## config.mk

```make
export PLATFORM = sky130hd
export DESIGN_NAME = global_config_registers
export DESIGN_NICKNAME = d
export VERILOG_FILES = /design/src/hw/global_config_pkg.sv /design/src/hw/level_sync.sv /design/src/hw/oscillator_gate.sv /design/src/hw/global_config_registers.sv
export SDC_FILE = /design/constraint.sdc
export NUM_CORES = 1
export LEC_CHECK = 0
export ABC_AREA = 0
export BUFFER_PORTS_ARGS = -buffer_cell sky130_fd_sc_hd__buf_2
export CAP_MARGIN = 20
export CORE_ASPECT_RATIO = 1.4
export CORE_MARGIN = 8
export CORE_UTILIZATION = 30
export DETAILED_ROUTE_END_ITERATION = 8
export PLACE_DENSITY_LB_ADDON = 0.05
export SLEW_MARGIN = 20
export SYNTH_ARGS = -nofsm -noshare
export SYNTH_HDL_FRONTEND = slang
export SYNTH_HIERARCHICAL = 1
export SYNTH_SLANG_ARGS = --single-unit
```

## constraint.sdc

```tcl
create_clock -name clock_in -period 3.25 [get_ports clock_in]
set_input_delay 0.1625 -clock clock_in [delete_from_list [all_inputs] [get_ports clock_in]]
set_output_delay 0.1625 -clock clock_in [all_outputs]
set_load 0.03 [all_outputs]
```

## src/hw/global_config_pkg.sv

```systemverilog
// constants for the chip-level configuration register bank
// Notes on behaviour
// RULE1: unimplemented global indexes/bits ignore writes, read zero
// RULE2: index port selects, data port accesses, config only
// RULE3: config control bit 0 soft-resets, self-clearing
// RULE4: device number selects bank; activate hits selected
// RULE5: identification register is fixed, read-only, 8 bits
// RULE6: revision register is fixed, read-only, 8 bits
// RULE7: power control bits 0,3,4,5; others zero
// RULE8: power management bits 0,3,4,5; others zero
// RULE9: oscillator field gates oscillator and baud clock
// RULE10: clock output select bits 6:4 pick frequency
// RULE11: oscillator bit 7 sets interrupt-8 line polarity
// RULE12: polarity also sets serial irq sample level
// RULE13: device mode bit 2 enables serial irq
// RULE14: device mode bits 4:3 floppy-on-parallel routing
// RULE15: serial irq bit also gates clock-run behaviour
// RULE16: activate bit 0 activates the selected device
// RULE17: identity registers ignore writes, survive soft reset
package global_config_pkg;
  // ****************************************************************
  // register indexes
  // ****************************************************************
  localparam logic [7:0] IDX_CONFIG_CONTROL = 8'h02; // write only
  localparam logic [7:0] IDX_LOGICAL_DEVICE = 8'h07;
  localparam logic [7:0] IDX_IDENTIFICATION = 8'h20;
  localparam logic [7:0] IDX_REVISION       = 8'h21;
  localparam logic [7:0] IDX_POWER_CONTROL  = 8'h22;
  localparam logic [7:0] IDX_POWER_MGMT     = 8'h23;
  localparam logic [7:0] IDX_OSCILLATOR     = 8'h24;
  localparam logic [7:0] IDX_DEVICE_MODE    = 8'h25;
  localparam logic [7:0] IDX_ACTIVATE       = 8'h30; // per device

  // ****************************************************************
  // implemented-bit masks
  // ****************************************************************
  localparam logic [7:0] MASK_LOGICAL_DEVICE = 8'hff;
  localparam logic [7:0] MASK_FUNCTION       = 8'h39; // bits 0,3,4,5
  localparam logic [7:0] MASK_OSCILLATOR     = 8'hfc;
  localparam logic [7:0] MASK_DEVICE_MODE    = 8'h1c;
  localparam logic [7:0] MASK_ACTIVATE       = 8'h01;

  // ****************************************************************
  // field positions
  // ****************************************************************
  localparam int SOFT_RESET_BIT   = 0;
  localparam int FUNC_FLOPPY_BIT  = 0;
  localparam int FUNC_PARALLEL    = 3;
  localparam int FUNC_SERIAL1     = 4;
  localparam int FUNC_SERIAL2     = 5;
  localparam int OSC_FIELD_LSB    = 2;
  localparam int CLK_SEL_LSB      = 4;
  localparam int IRQ8_POLARITY    = 7;
  localparam int SERIAL_IRQ_BIT   = 2;
  localparam int FLOPPY_ROUTE_LSB = 3;

  // ****************************************************************
  // field codes
  // ****************************************************************
  localparam logic [1:0] OSC_ALWAYS_ON  = 2'h0;
  localparam logic [1:0] OSC_POWER_GOOD_INPUT_A    = 2'h1;
  localparam logic [1:0] OSC_POWER_GOOD_INPUT_B    = 2'h2;
  localparam logic [1:0] OSC_ALWAYS_OFF = 2'h3;
  localparam logic [2:0] CLK_SEL_LAST   = 3'h4; // above is reserved
  localparam logic [1:0] ROUTE_FLOPPY_1 = 2'h1;
  localparam logic [1:0] ROUTE_FLOPPY_2 = 2'h2;

  // ****************************************************************
  // reset values (hard and soft alike)
  // ****************************************************************
  localparam logic [7:0] RST_LOGICAL_DEVICE = 8'h00;
  localparam logic [7:0] RST_POWER_CONTROL  = 8'h00;
  localparam logic [7:0] RST_POWER_MGMT     = 8'h00;
  localparam logic [7:0] RST_OSCILLATOR     = 8'h04; // field code 01
  localparam logic [7:0] RST_DEVICE_MODE    = 8'h04; // serial irq on
endpackage

```

## src/hw/level_sync.sv

```systemverilog
// two-flop synchroniser for a level arriving from a pin
`timescale 1ns/100ps
module level_sync (
  // clock and reset
  input  wire logic clock_in,
  input  wire logic rst_in,
  // level in and out
  input  wire logic async_in,
  output logic      sync_out
);
  logic first_stage; // only the second flop reads this

  // two stages, nothing taps the first
  always_ff @(posedge clock_in or posedge rst_in) begin
    if (rst_in) begin
      first_stage <= 1'b0;
      sync_out    <= 1'b0;
    end else begin
      first_stage <= async_in;
      sync_out    <= first_stage;
    end
  end
endmodule

```

## src/hw/oscillator_gate.sv

```systemverilog
// oscillator and baud clock enables from the oscillator field
`timescale 1ns/100ps
module oscillator_gate (
  // clock and reset
  input  wire logic       clock_in,
  input  wire logic       rst_in,
  // controls
  input  wire logic [1:0] osc_code_in,
  input  wire logic       power_good_in,
  // enables
  output logic            osc_enable_out,
  output logic            baud_enable_out
);
  logic next_on; // both enables follow one decision

  // decode the two-bit field
  always_comb begin
    case (osc_code_in)
      global_config_pkg::OSC_ALWAYS_ON:  next_on = 1'b1;           // [RULE9]
      global_config_pkg::OSC_POWER_GOOD_INPUT_A:    next_on = power_good_in;  // [RULE9]
      global_config_pkg::OSC_POWER_GOOD_INPUT_B:    next_on = power_good_in;  // [RULE9]
      global_config_pkg::OSC_ALWAYS_OFF: next_on = 1'b0;           // [RULE9]
      default:                           next_on = 1'b0;
    endcase
  end

  // register both enables
  always_ff @(posedge clock_in or posedge rst_in) begin
    if (rst_in) begin
      osc_enable_out  <= 1'b0;
      baud_enable_out <= 1'b0;
    end else begin
      osc_enable_out  <= next_on;
      baud_enable_out <= next_on;
    end
  end
endmodule

```

## src/hw/global_config_registers.sv

```systemverilog
// chip-level configuration register bank behind index and data ports
`timescale 1ns/100ps
module global_config_registers #(
  parameter int         NUM_LDEV = 16,    // logical devices with activate
  parameter logic [7:0] ID_CODE  = 8'h5a, // arbitrary identification value
  parameter logic [7:0] REV_CODE = 8'h3c  // arbitrary revision value
) (
  // clock and reset
  input  wire logic                clock_in,
  input  wire logic                rst_in,
  // host configuration access
  input  wire logic                config_state_in,
  input  wire logic                index_write_in,
  input  wire logic                data_write_in,
  input  wire logic                data_read_in,
  input  wire logic [7:0]          write_data_in,
  output logic      [7:0]          read_data_out,
  output logic                     read_valid_out,
  // pins and peer logic
  input  wire logic                power_good_input_in,
  input  wire logic                rtc_irq_source_in,
  // soft reset and device selection
  output logic                     soft_reset_out,
  output logic      [7:0]          logical_device_out,
  output logic      [NUM_LDEV-1:0] activate_out,
  // function power, order {serial2, serial1, parallel, floppy}
  output logic      [3:0]          power_enable_out,
  output logic      [3:0]          pm_enable_out,
  // clocks
  output logic                     oscillator_enable_out,
  output logic                     baud_rate_clock_enable_out,
  output logic      [2:0]          clock_output_select_out,
  output logic                     clock_select_reserved_out,
  // interrupt 8 and serial irq
  output logic                     rtc_interrupt_line_out,
  output logic                     irq8_sample_level_out,
  output logic                     serial_irq_enable_out,
  output logic                     clock_run_enable_out,
  output logic                     dma_clock_run_enable_out,
  // floppy routing
  output logic                     floppy_on_parallel_one_out,
  output logic                     floppy_on_parallel_two_out
);

  // ****************************************************************
  // decode helpers
  // ****************************************************************

  // implemented bits per index; zero means not implemented
  function automatic logic [7:0] write_mask(input logic [7:0] idx);
    case (idx)
      global_config_pkg::IDX_LOGICAL_DEVICE: write_mask = global_config_pkg::MASK_LOGICAL_DEVICE;
      global_config_pkg::IDX_POWER_CONTROL:  write_mask = global_config_pkg::MASK_FUNCTION;
      global_config_pkg::IDX_POWER_MGMT:     write_mask = global_config_pkg::MASK_FUNCTION;
      global_config_pkg::IDX_OSCILLATOR:     write_mask = global_config_pkg::MASK_OSCILLATOR;
      global_config_pkg::IDX_DEVICE_MODE:    write_mask = global_config_pkg::MASK_DEVICE_MODE;
      global_config_pkg::IDX_ACTIVATE:       write_mask = global_config_pkg::MASK_ACTIVATE;
      default:                               write_mask = 8'h00;
    endcase
  endfunction

  // ****************************************************************
  // state
  // ****************************************************************
  logic [7:0]          index_reg;        // selected register index
  logic [7:0]          logical_device;   // current bank
  logic [7:0]          power_control;    // function power bits
  logic [7:0]          power_mgmt;       // power management bits
  logic [7:0]          oscillator;       // oscillator and clock bits
  logic [7:0]          device_mode;      // serial irq and routing
  logic [NUM_LDEV-1:0] activate;         // one bit per device
  logic [7:0]          read_value;       // mux ahead of read flop
  logic                data_write;       // qualified data write
  logic                soft_hit;         // soft reset this cycle
  logic [7:0]          wr_mask;          // mask for current index
  logic                power_good;       // synchronised power good
  logic                selected_active;  // activate bit of bank

  // ****************************************************************
  // access qualification
  // ****************************************************************

  // ports only act inside the configuration state
  // reads are not gated here; the read flop answers zero instead
  assign data_write = config_state_in && data_write_in;            // [RULE2]
  assign wr_mask    = write_mask(index_reg);                       // [RULE1]

  // soft reset applies in the cycle of the write itself, so no later
  // write can collide with it; the bit is never stored
  assign soft_hit = data_write                                     // [RULE3]
                 && (index_reg == global_config_pkg::IDX_CONFIG_CONTROL)
                 && write_data_in[global_config_pkg::SOFT_RESET_BIT];

  // index port
  always_ff @(posedge clock_in or posedge rst_in) begin
    if (rst_in) begin
      index_reg <= 8'h00;
    end else if (config_state_in && index_write_in) begin         // [RULE2]
      index_reg <= write_data_in;
    end
  end

  // ****************************************************************
  // global registers
  // ****************************************************************

  // logical device number
  always_ff @(posedge clock_in or posedge rst_in) begin
    if (rst_in) begin
      logical_device <= global_config_pkg::RST_LOGICAL_DEVICE;
    end else if (soft_hit) begin                                   // [RULE3]
      logical_device <= global_config_pkg::RST_LOGICAL_DEVICE;
    end else if (data_write
                 && index_reg == global_config_pkg::IDX_LOGICAL_DEVICE) begin
      logical_device <= write_data_in & wr_mask;                   // [RULE4]
    end
  end

  // function power control
  always_ff @(posedge clock_in or posedge rst_in) begin
    if (rst_in) begin
      power_control <= global_config_pkg::RST_POWER_CONTROL;
    end else if (soft_hit) begin                                   // [RULE3]
      power_control <= global_config_pkg::RST_POWER_CONTROL;
    end else if (data_write
                 && index_reg == global_config_pkg::IDX_POWER_CONTROL) begin
      power_control <= write_data_in & wr_mask;                    // [RULE7]
    end
  end

  // function power management
  always_ff @(posedge clock_in or posedge rst_in) begin
    if (rst_in) begin
      power_mgmt <= global_config_pkg::RST_POWER_MGMT;
    end else if (soft_hit) begin                                   // [RULE3]
      power_mgmt <= global_config_pkg::RST_POWER_MGMT;
    end else if (data_write
                 && index_reg == global_config_pkg::IDX_POWER_MGMT) begin
      power_mgmt <= write_data_in & wr_mask;                       // [RULE8]
    end
  end

  // oscillator, clock output select, interrupt 8 polarity
  always_ff @(posedge clock_in or posedge rst_in) begin
    if (rst_in) begin
      oscillator <= global_config_pkg::RST_OSCILLATOR;
    end else if (soft_hit) begin                                   // [RULE3]
      oscillator <= global_config_pkg::RST_OSCILLATOR;
    end else if (data_write
                 && index_reg == global_config_pkg::IDX_OSCILLATOR) begin
      // reserved select codes are stored and flagged, not refused
      oscillator <= write_data_in & wr_mask;                       // [RULE1]
    end
  end

  // device mode
  always_ff @(posedge clock_in or posedge rst_in) begin
    if (rst_in) begin
      device_mode <= global_config_pkg::RST_DEVICE_MODE;
    end else if (soft_hit) begin                                   // [RULE3]
      device_mode <= global_config_pkg::RST_DEVICE_MODE;
    end else if (data_write
                 && index_reg == global_config_pkg::IDX_DEVICE_MODE) begin
      device_mode <= write_data_in & wr_mask;                      // [RULE14]
    end
  end

  // ****************************************************************
  // per-device activate bits
  // ****************************************************************

  // only the bank named by the device number takes the write; a number
  // beyond the bank count hits nothing
  genvar dev;
  generate
    for (dev = 0; dev < NUM_LDEV; dev++) begin : g_activate
      always_ff @(posedge clock_in or posedge rst_in) begin
        if (rst_in) begin
          activate[dev] <= 1'b0;
        end else if (soft_hit) begin                               // [RULE3]
          activate[dev] <= 1'b0;
        end else if (data_write
                     && index_reg == global_config_pkg::IDX_ACTIVATE
                     && logical_device == 8'(dev)) begin           // [RULE4]
          activate[dev] <= write_data_in[0];                       // [RULE16]
        end
      end
    end
  endgenerate

  // activate bit of the selected bank, zero when out of range
  // a compare loop rather than an index, so an out-of-range number
  // can never select past the end of the vector
  always_comb begin
    selected_active = 1'b0;
    for (int i = 0; i < NUM_LDEV; i++) begin
      if (logical_device == 8'(i)) begin
        selected_active = activate[i];                             // [RULE16]
      end
    end
  end

  // ****************************************************************
  // data port reads
  // ****************************************************************

  // identity codes are constants: no write path, no soft reset
  always_comb begin
    case (index_reg)
      global_config_pkg::IDX_IDENTIFICATION: read_value = ID_CODE;  // [RULE5] [RULE17]
      global_config_pkg::IDX_REVISION:       read_value = REV_CODE; // [RULE6] [RULE17]
      global_config_pkg::IDX_LOGICAL_DEVICE: read_value = logical_device & wr_mask;
      global_config_pkg::IDX_POWER_CONTROL:  read_value = power_control & wr_mask;
      global_config_pkg::IDX_POWER_MGMT:     read_value = power_mgmt & wr_mask;
      global_config_pkg::IDX_OSCILLATOR:     read_value = oscillator & wr_mask;
      global_config_pkg::IDX_DEVICE_MODE:    read_value = device_mode & wr_mask;
      global_config_pkg::IDX_ACTIVATE:       read_value = {7'h00, selected_active};
      // config control is write only and everything else is empty
      default:                               read_value = 8'h00;   // [RULE1]
    endcase
  end

  // read answer one cycle after the strobe; outside the configuration
  // state the host still gets an answer, but it is zero
  always_ff @(posedge clock_in or posedge rst_in) begin
    if (rst_in) begin
      read_data_out  <= 8'h00;
      read_valid_out <= 1'b0;
    end else begin
      read_valid_out <= data_read_in;
      if (data_read_in) begin
        read_data_out <= config_state_in ? read_value : 8'h00;     // [RULE2]
      end
    end
  end

  // ****************************************************************
  // clocks
  // ****************************************************************

  // power good is a pin, so it is synchronised first
  level_sync power_good_sync (
    .clock_in (clock_in),
    .rst_in   (rst_in),
    .async_in (power_good_input_in),
    .sync_out (power_good)
  );

  // oscillator and baud clock enables
  oscillator_gate osc_gate (
    .clock_in        (clock_in),
    .rst_in          (rst_in),
    .osc_code_in     (oscillator[global_config_pkg::OSC_FIELD_LSB +: 2]),
    .power_good_in   (power_good),
    .osc_enable_out  (oscillator_enable_out),
    .baud_enable_out (baud_rate_clock_enable_out)
  );

  // clock output select and its reserved flag
  // reserved codes are passed on flagged; the clock source decides
  always_ff @(posedge clock_in or posedge rst_in) begin
    if (rst_in) begin
      clock_output_select_out   <= 3'h0;
      clock_select_reserved_out <= 1'b0;
    end else begin
      clock_output_select_out <=                                   // [RULE10]
        oscillator[global_config_pkg::CLK_SEL_LSB +: 3];
      clock_select_reserved_out <=                                 // [RULE10]
        oscillator[global_config_pkg::CLK_SEL_LSB +: 3] > global_config_pkg::CLK_SEL_LAST;
    end
  end

  // ****************************************************************
  // registered control outputs
  // ****************************************************************

  // device selection and power bits, one cycle behind the registers
  always_ff @(posedge clock_in or posedge rst_in) begin
    if (rst_in) begin
      soft_reset_out     <= 1'b0;
      logical_device_out <= 8'h00;
      activate_out       <= '0;
      power_enable_out   <= 4'h0;
      pm_enable_out      <= 4'h0;
    end else begin
      soft_reset_out     <= soft_hit;                              // [RULE3]
      logical_device_out <= logical_device;                        // [RULE4]
      activate_out       <= activate;                              // [RULE16]
      power_enable_out   <= {power_control[global_config_pkg::FUNC_SERIAL2],
                             power_control[global_config_pkg::FUNC_SERIAL1],
                             power_control[global_config_pkg::FUNC_PARALLEL],
                             power_control[global_config_pkg::FUNC_FLOPPY_BIT]}; // [RULE7]
      pm_enable_out      <= {power_mgmt[global_config_pkg::FUNC_SERIAL2],
                             power_mgmt[global_config_pkg::FUNC_SERIAL1],
                             power_mgmt[global_config_pkg::FUNC_PARALLEL],
                             power_mgmt[global_config_pkg::FUNC_FLOPPY_BIT]};    // [RULE8]
    end
  end

  // interrupt 8: polarity one inverts, for the pin and the serial frame
  // both flops take the same xor so pin and frame never disagree
  always_ff @(posedge clock_in or posedge rst_in) begin
    if (rst_in) begin
      rtc_interrupt_line_out <= 1'b0;
      irq8_sample_level_out  <= 1'b0;
    end else begin
      rtc_interrupt_line_out <= rtc_irq_source_in                  // [RULE11]
                              ^ oscillator[global_config_pkg::IRQ8_POLARITY];
      irq8_sample_level_out  <= rtc_irq_source_in                  // [RULE12]
                              ^ oscillator[global_config_pkg::IRQ8_POLARITY];
    end
  end

  // serial irq enable also gates clock-run and its dma influence
  always_ff @(posedge clock_in or posedge rst_in) begin
    if (rst_in) begin
      serial_irq_enable_out    <= 1'b0;
      clock_run_enable_out     <= 1'b0;
      dma_clock_run_enable_out <= 1'b0;
    end else begin
      serial_irq_enable_out    <= device_mode[global_config_pkg::SERIAL_IRQ_BIT]; // [RULE13]
      clock_run_enable_out     <= device_mode[global_config_pkg::SERIAL_IRQ_BIT]; // [RULE15]
      dma_clock_run_enable_out <= device_mode[global_config_pkg::SERIAL_IRQ_BIT]; // [RULE15]
    end
  end

  // floppy routing; the reserved code selects neither mode
  // the pair is never both high, so the port sees one mode at most
  always_ff @(posedge clock_in or posedge rst_in) begin
    if (rst_in) begin
      floppy_on_parallel_one_out <= 1'b0;
      floppy_on_parallel_two_out <= 1'b0;
    end else begin
      floppy_on_parallel_one_out <=                                // [RULE14]
        device_mode[global_config_pkg::FLOPPY_ROUTE_LSB +: 2] == global_config_pkg::ROUTE_FLOPPY_1;
      floppy_on_parallel_two_out <=                                // [RULE14]
        device_mode[global_config_pkg::FLOPPY_ROUTE_LSB +: 2] == global_config_pkg::ROUTE_FLOPPY_2;
    end
  end

endmodule

```

==> impl_results.md, run 1 <==
- Post-detailed-route via-to-cell ratio: 5.06
- Fillers: 1,612
- Peak VDD IR: 0.000293 V
- Max-cap viol count: 0
- DR vias: 3,587
- Worst-skew pair later-pin latency: 410 ps
- Synth Area in Simple Gates: 0.182
- H-tree depth: 4
- CTS sink count: 113
- CTS Buf Count: 17
- Post-route ant nets: 0
- Largest net degree at the start of global routing: 70
- NetSw: 991 uW
- Worst hold margin: 43.1 ps
- CP Data Arrival Time: 2830 ps
- CTS resizes: 0
- Clock buffer depth: 2
- Antenna violations before repair: 0
- Vias in the first global route: 3,791
- Internal power: 2950 uW
- Final period util: 0.788
- IO buf count: 70
- Main combinational cell family by area after synthesis: simple AND/OR/NAND/NOR gates
- Worst Setup Start Kind: flip-flop
- Post-CTS Setup Bufs: 0
- Synthesis Warnings: 6
- Max FO, Critical Path: 19
- Mapped Avg Cell Area: 11.4 sq um
- Core Box Area: 16,000 sq um
- GR Util All Layers: 0.153
- Final period demand of the worst path: 2560 ps
- Ys async rst share: 1.00
- Leakage power: 0.00290 uW
- Die ar.: 20,400 sq um
- Endpoints failing hold: 0
- Comb pwr share: 0.080
- Slew at the pin with the worst max-slew slack: 898 ps
- Ratio of cells with drive above 1 in the final layout: 0.278
- Cell row count: 55
- Synth Area in XOR/XNOR: 0.00182
- Synth Area in Adders: 0.00260
- Final RePlAce weighted congestion: 0.865
- Max-slew headroom: 0.401
- Total grt overflow: 0
- Outcome: complete, no violations
- Setup Crit Path Kind: flip-flop to flip-flop
- Post-synth EDFFs: 0
- Crit end category: flip-flop
- Worst hold path class: primary input to flip-flop
- # diodes: 0
- WL per Instance: 20.9 microns
- Netlist cell types: 67
- P per Cell Area: 652 nW/um^2
- DIE WIDTH: 123 microns
- Root Driver: clkbuf_16
- CP required: 3520 ps
- Final-report max-slew violation count: 0
- Top FF cell, synth: dfrtp_1
- Sequential share of power: 0.393
- Sequential fraction of the synthesis area: 0.588
- Initial DRT Pass Iterations: 4
- Initial Utilization: 0.301
- RSZ-0062 raised after global routing: false
- Syn nets: 440
- Clock-pin slew on the worst setup and hold paths: 60 ps
- Synthesized area: 4810 sq um
- Final net count: 514
- F_max: 391 MHz
- Post-synthesis mux area share: 0.0816
- Seq cells post-synth: 113
- Clock power frac: 0.527
- IO Pins: 71
- Drt drc: 0
- Complex-gate fraction of the synthesized area: 0.104
- Biggest regs: activate (16), activate_out (16)
- Switch share: 0.251
- Global-route wire length before repair: 23,500 microns
- Number of hold buffers added after CTS: 5
- Synth-to-layout area growth: 25.8%
- Final setup fails: 0
- DP HPWL: 10,600 microns
- Final wirelength: 14,800 microns
- Skew final: 9.17 ps
- Die span in y: 166 microns
- CTS tree: yes
- Iter 0 DRT Violations: 246
- Cells after Synth: 423
- Total negative setup slack: 0 ps
-- final cells by class --
type,instances,area [sq um],share of cell area
Clock buffer,18,439,0.0726
Clock inverter,14,211,0.0349
Inverter,15,58.8,0.00972
Multi-Input combinational cell,267,1790,0.296
Sequential cell,113,2830,0.468
Tap cell,199,249,0.0411
Timing Repair Buffer,83,473,0.0781
-- kinds of logic after synthesis --
group | Yosys count
xor+xnor | 1
simple gates | 155
fa+ha+maj | 1
buf+inv | 43
compound gates | 75
flops | 113
mux | 35
-- cell usage in the layout, fill, tap and decap left out, types with 5 or more instances in the layout --
cell | Yosys | layout
a21oi_1 | 13 | 13
and2_1 | 8 | 8
and3_1 | 11 | 11
buf_2 | 9 | 70
buf_4 | 5 | 7
bufinv_16 | 0 | 5
clkbuf_16 | 0 | 17
dfrtp_1 | 111 | 111
dlygate4sd3_1 | 0 | 5
inv_1 | 14 | 13
mux2_2 | 13 | 13
mux2i_1 | 19 | 19
nand2_1 | 54 | 54
nand2b_1 | 7 | 7
nand3_1 | 13 | 13
nor2_1 | 18 | 18
nor2b_1 | 6 | 6
nor3_1 | 8 | 8
o21ai_0 | 12 | 12
o21ai_1 | 10 | 10
o22ai_1 | 6 | 6
-- per-layer routing --
| layer | GRT usage | wire, microns | up-vias |
|---|---|---|---|
| met5 | 0 | 0 | - |
| met4 | 0.0583 | 307 | 0 |
| met3 | 0.0344 | 552 | 21 |
| met2 | 0.262 | 7860 | 97 |
| met1 | 0.182 | 6100 | 1807 |
| li1 | - | - | 1662 |
-- per-stage QoR --
| step | setup slack, ps | utilization | total power [uW] | cells | area, sq um |
|---|---|---|---|---|---|
| after global routing | 471 | 0.379 | 4090 | 709 | 6050 |
| after global placement | 727 | 0.335 | 1900 | 672 | 5350 |
| after detailed placement | 692 | 0.335 | 1890 | 672 | 5350 |
| final | 690 | 0.379 | 3950 | 709 | 6050 |
| after CTS | 699 | 0.379 | 3980 | 709 | 6050 |
| after floorplan | 189 | - | 1770 | 423 | 4810 |
-- worst paths after layout --
check / startpoint / endpoint / slack (ps) / cells past startpoint
worst max register to register: index_reg[1]$_DFFE_PP0P_ / activate[5]$_DFFE_PP0P_ / 690 / 5
worst max-delay path: index_reg[1]$_DFFE_PP0P_ / activate[5]$_DFFE_PP0P_ / 690 / 5
min in group asynchronous: rst_in / osc_gate/baud_enable_out$_DFF_PP0_ / 180 / 3
worst min-delay path: write_data_in[6] / logical_device[6]$_DFFE_PP0P_ / 40 / 3
max in group asynchronous: rst_in / device_mode[2]$_DFFE_PP1P_ / 1920 / 4
worst min register to register: power_good_sync/first_stage$_DFF_PP0_ / power_good_sync/sync_out$_DFF_PP0_ / 360 / 0
-- synth_stat cells, types with 9 or more instances --
library cell	number	area (sq um)
nand3_1	13	65.1
o21ai_0	12	60.1
nor2_1	18	67.6
a21oi_1	13	65.1
nand2_1	54	203
mux2i_1	19	190
inv_1	14	52.6
dfrtp_1	111	2780
and3_1	11	68.8
o21ai_1	10	50.1
buf_2	9	45.0
mux2_2	13	146
clkbuf_1	13	48.8
-- power groups by stage --
stage	logic, uW	registers [uW]	clock network [uW]
global placement	320	1580	0
floorplan	199	1570	0
detailed placement	318	1580	0
global route	344	1560	2190
CTS	323	1550	2110
finish	317	1550	2080
-- critical path: stages, from the launching register on --
cell and delay (ps):
dfrtp_1 600, nor4b_2 340, nand4_1 600, nor3b_1 600
nand2_1 130, mux2i_1 150
No activity file was read; power rests on OpenSTA's default activity.
==> run 2, diff against run 1 <==
Settings changed: ABC_AREA 0 to 1.
Clock period 3.25 ns to 2.5 ns, I/O delays scaled along.
==> run 2 against run 1 <==
Net effect:
- synthesized cell count increased by 10%
- utilization rose by 1.0 points
- sequential power is 32% higher
- routed wire length is 4.7% lower
- cell count is 8.9% higher
- cell area fell by 0.97%
- combinational power is 62% higher
- maximum frequency up 20%
- count of clock-buffer cells in the layout up 4
==> impl_results.md, run 2 <==
- Post-synthesis mux area share: 0.00726 (was 0.0816)
- CP required: 2850 ps (was 3520 ps)
- Reg2reg end: read_data_out[0]$_DFFE_PP0P_ (was activate[5]$_DFFE_PP0P_)
- Fillers: 1,583 (was 1,612)
- WL per Instance: 18.3 microns (was 20.9 microns)
- Final WS setup: 368 ps (was 690 ps)
- Final period util: 0.853 (was 0.788)
- Top-area cell type share of the netlist area: 0.597 (was 0.577)
- Synthesis Warnings: 6 (unchanged)
- Main combinational cell family by area after synthesis: simple AND/OR/NAND/NOR gates (unchanged)
- Worst Setup Start Kind: flip-flop (unchanged)
- Iter 0 DRT Violations: 247 (was 246)
- P per Cell Area: 861 nW/um^2 (was 652 nW/um^2)
- Top cells by area, synth: dfrtp_1 60%, nand2_1 5.4%, inv_1 4.3%, nor2_1 3.6%, o21ai_0 3.2% (was dfrtp_1 58%, nand2_1 4.2%, mux2i_1 4.0%, mux2_2 3.0%, and3_1 1.4%)
- Worst-skew pair later-pin latency: 420 ps (was 410 ps)
- Dominant cell by count in the synthesized netlist: dfrtp_1 (unchanged)
- NetSw: 1280 uW (was 991 uW)
- DIE WIDTH: 121 microns (was 123 microns)
- Peak VDD IR: 0.000416 V (was 0.000293 V)
- Cells after Synth: 466 (was 423)
- Fin util: 0.389 (was 0.379)
- Antenna violations before repair: 0 (unchanged)
- CTS tree: yes (unchanged)
- CTS Buf Count: 17 (unchanged)
- Sequential share of power: 0.398 (was 0.393)
- RSZ-0062 raised after global routing: false (unchanged)
- Netlist cell types: 43 (was 67)
- Top FF cell, synth: dfrtp_1 (unchanged)
- Synth Area in Adders: 0.00269 (was 0.00260)
- Synth Area in Simple Gates: 0.190 (was 0.182)
- IO buf count: 70 (unchanged)
- Post-CTS Setup Bufs: 0 (unchanged)
- Placed insts: 730 (was 672)
- Worst hold path class: primary input to flip-flop (unchanged)
- Leakage power: 0.00291 uW (was 0.00290 uW)
- Commonest cells in the synthesized netlist: 111 x dfrtp_1, 67 x nand2_1, 53 x inv_1 (was 111 x dfrtp_1, 54 x nand2_1, 19 x mux2i_1)
- Crit path top cell by count: nand2_1
- Initial DRT Pass Iterations: 4 (unchanged)
- Worst path bufs/invs: 1 (was 0)
- Ratio of cells with drive above 1 in the final layout: 0.269 (was 0.278)
- Syn nets: 483 (was 440)
- Crit end category: flip-flop (unchanged)
- Clock-pin slew on the worst setup and hold paths: 50 ps (was 60 ps)
- Final setup fails: 0 (unchanged)
- Synth-to-layout area growth: 28.9% (was 25.8%)
- Core Box Area: 15,400 sq um (was 16,000 sq um)
- CP Data Arrival Time: 2480 ps (was 2830 ps)
- IO Pins: 71 (unchanged)
- Hold_sp: write_data_in[2] (was write_data_in[6])
- Sequential fraction of the synthesis area: 0.609 (was 0.588)
- Max-cap viol count: 0 (unchanged)
- Clock power frac: 0.502 (was 0.527)
- Area after DPL: 5250 sq um (was 5350 sq um)
- Initial Utilization: 0.302 (was 0.301)
- Switch share: 0.248 (was 0.251)
- CTS sink count: 113 (unchanged)
- Total grt overflow: 0 (unchanged)
- Biggest regs: activate (16), activate_out (16) (unchanged)
- Outcome: complete, no violations (unchanged)
- CP peak stage delay: 400 ps (was 600 ps)
- Final net count: 580 (was 514)
- Worst r2r src: logical_device[6]$_DFFE_PP0P_ (was index_reg[1]$_DFFE_PP0P_)
- Global-route wire length before repair: 22,300 microns (was 23,500 microns)
- Place WS: 378 ps (was 692 ps)
- Drt drc: 0 (unchanged)
- Seq cells post-synth: 113 (unchanged)
- Final RePlAce weighted congestion: 0.967 (was 0.865)
- Setup Crit Path Kind: flip-flop to flip-flop (unchanged)
- Root Driver: clkbuf_16 (unchanged)
- Clock buffer depth: 2 (unchanged)
- GR Util All Layers: 0.153 (about the same)
- Commonest non-fill, non-tap cell in the layout: dfrtp_1 (unchanged)
- Largest net degree at the start of global routing: 111 (was 70)
- Max-slew headroom: 0.517 (was 0.401)
- Ys async rst share: 1.00 (unchanged)
- Comb pwr share: 0.100 (was 0.080)
- Synthesized area: 4650 sq um (was 4810 sq um)
- Final period demand of the worst path: 2130 ps (was 2560 ps)
- Commonest non-fill, non-tap cells in the layout: 111 x dfrtp_1, 70 x buf_2, 67 x nand2_1 (was 111 x dfrtp_1, 70 x buf_2, 54 x nand2_1)
- H-tree depth: 4 (unchanged)
- Slew at the pin with the worst max-slew slack: 718 ps (was 898 ps)
- Slowest cell on crit path: dfrtp_1 (unchanged)
- Reg2Reg Depth: 15 (was 5)
- F_max: 469 MHz (was 391 MHz)
- CP top delay family: simple AND/OR/NAND/NOR gates (unchanged)
- Final-report max-slew violation count: 0 (unchanged)
- DR vias: 3,687 (was 3,587)
- Final cell count without fillers: 772 (was 709)
- Internal power: 3880 uW (was 2950 uW)
- Crit-path cells: nor2_1 -> nand2_1 -> inv_1 -> nand2_1 -> nor2_1 -> nand2_1 -> nand4_1 -> nand2_1 -> nand4_1 -> nor2_1 -> nand4_1 -> nand2_1 -> nand2_1 -> nand2_1 -> nand2_1 (was nor4b_2 -> nand4_1 -> nor3b_1 -> nand2_1 -> mux2i_1)
- WHS Endpoint: index_reg[2]$_DFFE_PP0P_ (was logical_device[6]$_DFFE_PP0P_)
- Mapped Avg Cell Area: 9.98 sq um (was 11.4 sq um)
- Vias in the first global route: 3,955 (was 3,791)
- Final Cell Area: 5990 sq um (was 6050 sq um)
- DP HPWL: 10,700 microns (was 10,600 microns)
- Worst Hold Depth: 3 (unchanged)
- Area leader, netlist: dfrtp_1 (unchanged)
- Reg-to-reg slack, setup: 370 ps (was 690 ps)
- Synth Area in XOR/XNOR: 0.00188 (was 0.00182)
- Final wirelength: 14,100 microns (was 14,800 microns)
- Total negative setup slack: 0 ps (unchanged)
- Post-route ant nets: 0 (unchanged)
- Die span in y: 163 microns (was 166 microns)
- # diodes: 0 (unchanged)
- Post-detailed-route via-to-cell ratio: 4.78 (was 5.06)
- Skew final: 6.51 ps (was 9.17 ps)
- Die ar.: 19,800 sq um (was 20,400 sq um)
- Endpoints failing hold: 0 (unchanged)
- Complex-gate fraction of the synthesized area: 0.120 (was 0.104)
- Cell row count: 54 (was 55)
- Max FO, Critical Path: 7 (was 19)
- Post-synth EDFFs: 0 (unchanged)
## run 2: cell types whose count changed after synthesis, moves of 7 or more
cell,delta
and2_1,-8
and3_1,-11
buf_2,-8
clkbuf_1,-10
inv_1,+39
inv_2,+11
mux2_2,-10
mux2i_1,-19
nand2_1,+13
nand2b_1,-7
nand3_1,+13
nor2_1,+27
o21ai_0,+18
o22ai_1,+13
## run 2: stage by stage
step	power (uW)	hold slack (ps)
CTS	5240	10.3
floorplan	2420	-146
finish	5160	33.2
global route	5370	29.8
detailed placement	2600	-0.778
global placement	2600	-0.655
## run 2: worst max path at each step
stage / start / slack (ps) / endpoint / cells after the start
after floorplan: index_reg[5]$_DFFE_PP0P_ / 830 / read_data_out[0]$_DFFE_PP0P_ / 13
after global placement: logical_device[5]$_DFFE_PP0P_ / 380 / read_data_out[0]$_DFFE_PP0P_ / 15
after detailed placement: logical_device[5]$_DFFE_PP0P_ / 380 / read_data_out[0]$_DFFE_PP0P_ / 15
after CTS: logical_device[5]$_DFFE_PP0P_ / 360 / read_data_out[0]$_DFFE_PP0P_ / 15
after global routing: logical_device[6]$_DFFE_PP0P_ / 160 / read_data_out[0]$_DFFE_PP0P_ / 15
final: logical_device[6]$_DFFE_PP0P_ / 370 / read_data_out[0]$_DFFE_PP0P_ / 15
## run 2: cell type report
class / count / area (sq um) / share of cell area
Multi-Input combinational cell: 276 / 1500 / 0.250
Timing Repair Buffer: 89 / 531 / 0.0885
Clock inverter: 10 / 155 / 0.0259
Inverter: 66 / 251 / 0.0420
Sequential cell: 113 / 2830 / 0.472
Clock buffer: 22 / 484 / 0.0808
Tap cell: 196 / 245 / 0.0409
## run 2: cell families after synthesis
kind of cell | Yosys count
AND/OR/NAND/NOR | 177
flip-flops | 113
AO/OA/AOI/OAI | 94
buffers and inverters | 77
multiplexers | 3
XOR/XNOR | 1
adder cells (fa/ha/maj) | 1
## run 2: repair_timing
| item | CTS | global route |
|---|---|---|
| hold buffers | 10 | 0 |
| endpoints found under the hold margin | 120 | 0 |
| resized for setup | 0 | 0 |
## run 2: routing by layer
layer / up-vias / part of all wire / track usage
met1: 1791 / 0.36 / 0.149
met4: 0 / 0.049 / 0.107
met2: 95 / 0.55 / 0.275
met3: 43 / 0.040 / 0.0380
li1: 1758 / - / -
met5: - / 0 / 0
## run 2: tightest hold or removal path: cells and delay by family
family | cells | cell delay (ps)
buffers and inverters | 1 | 130
and+or+nand+nor | 1 | 100
AOI/OAI and AO/OA | 1 | 50
## run 2: power groups by stage
| stage | Sequential (uW) | Combinational [uW] | Clock (uW) |
|---|---|---|---|
| CTS | 2060 | 528 | 2650 |
| detailed placement | 2090 | 515 | 0 |
| global route | 2070 | 563 | 2740 |
| finish | 2050 | 515 | 2590 |
| global placement | 2090 | 515 | 0 |
| floorplan | 2160 | 259 | 0 |
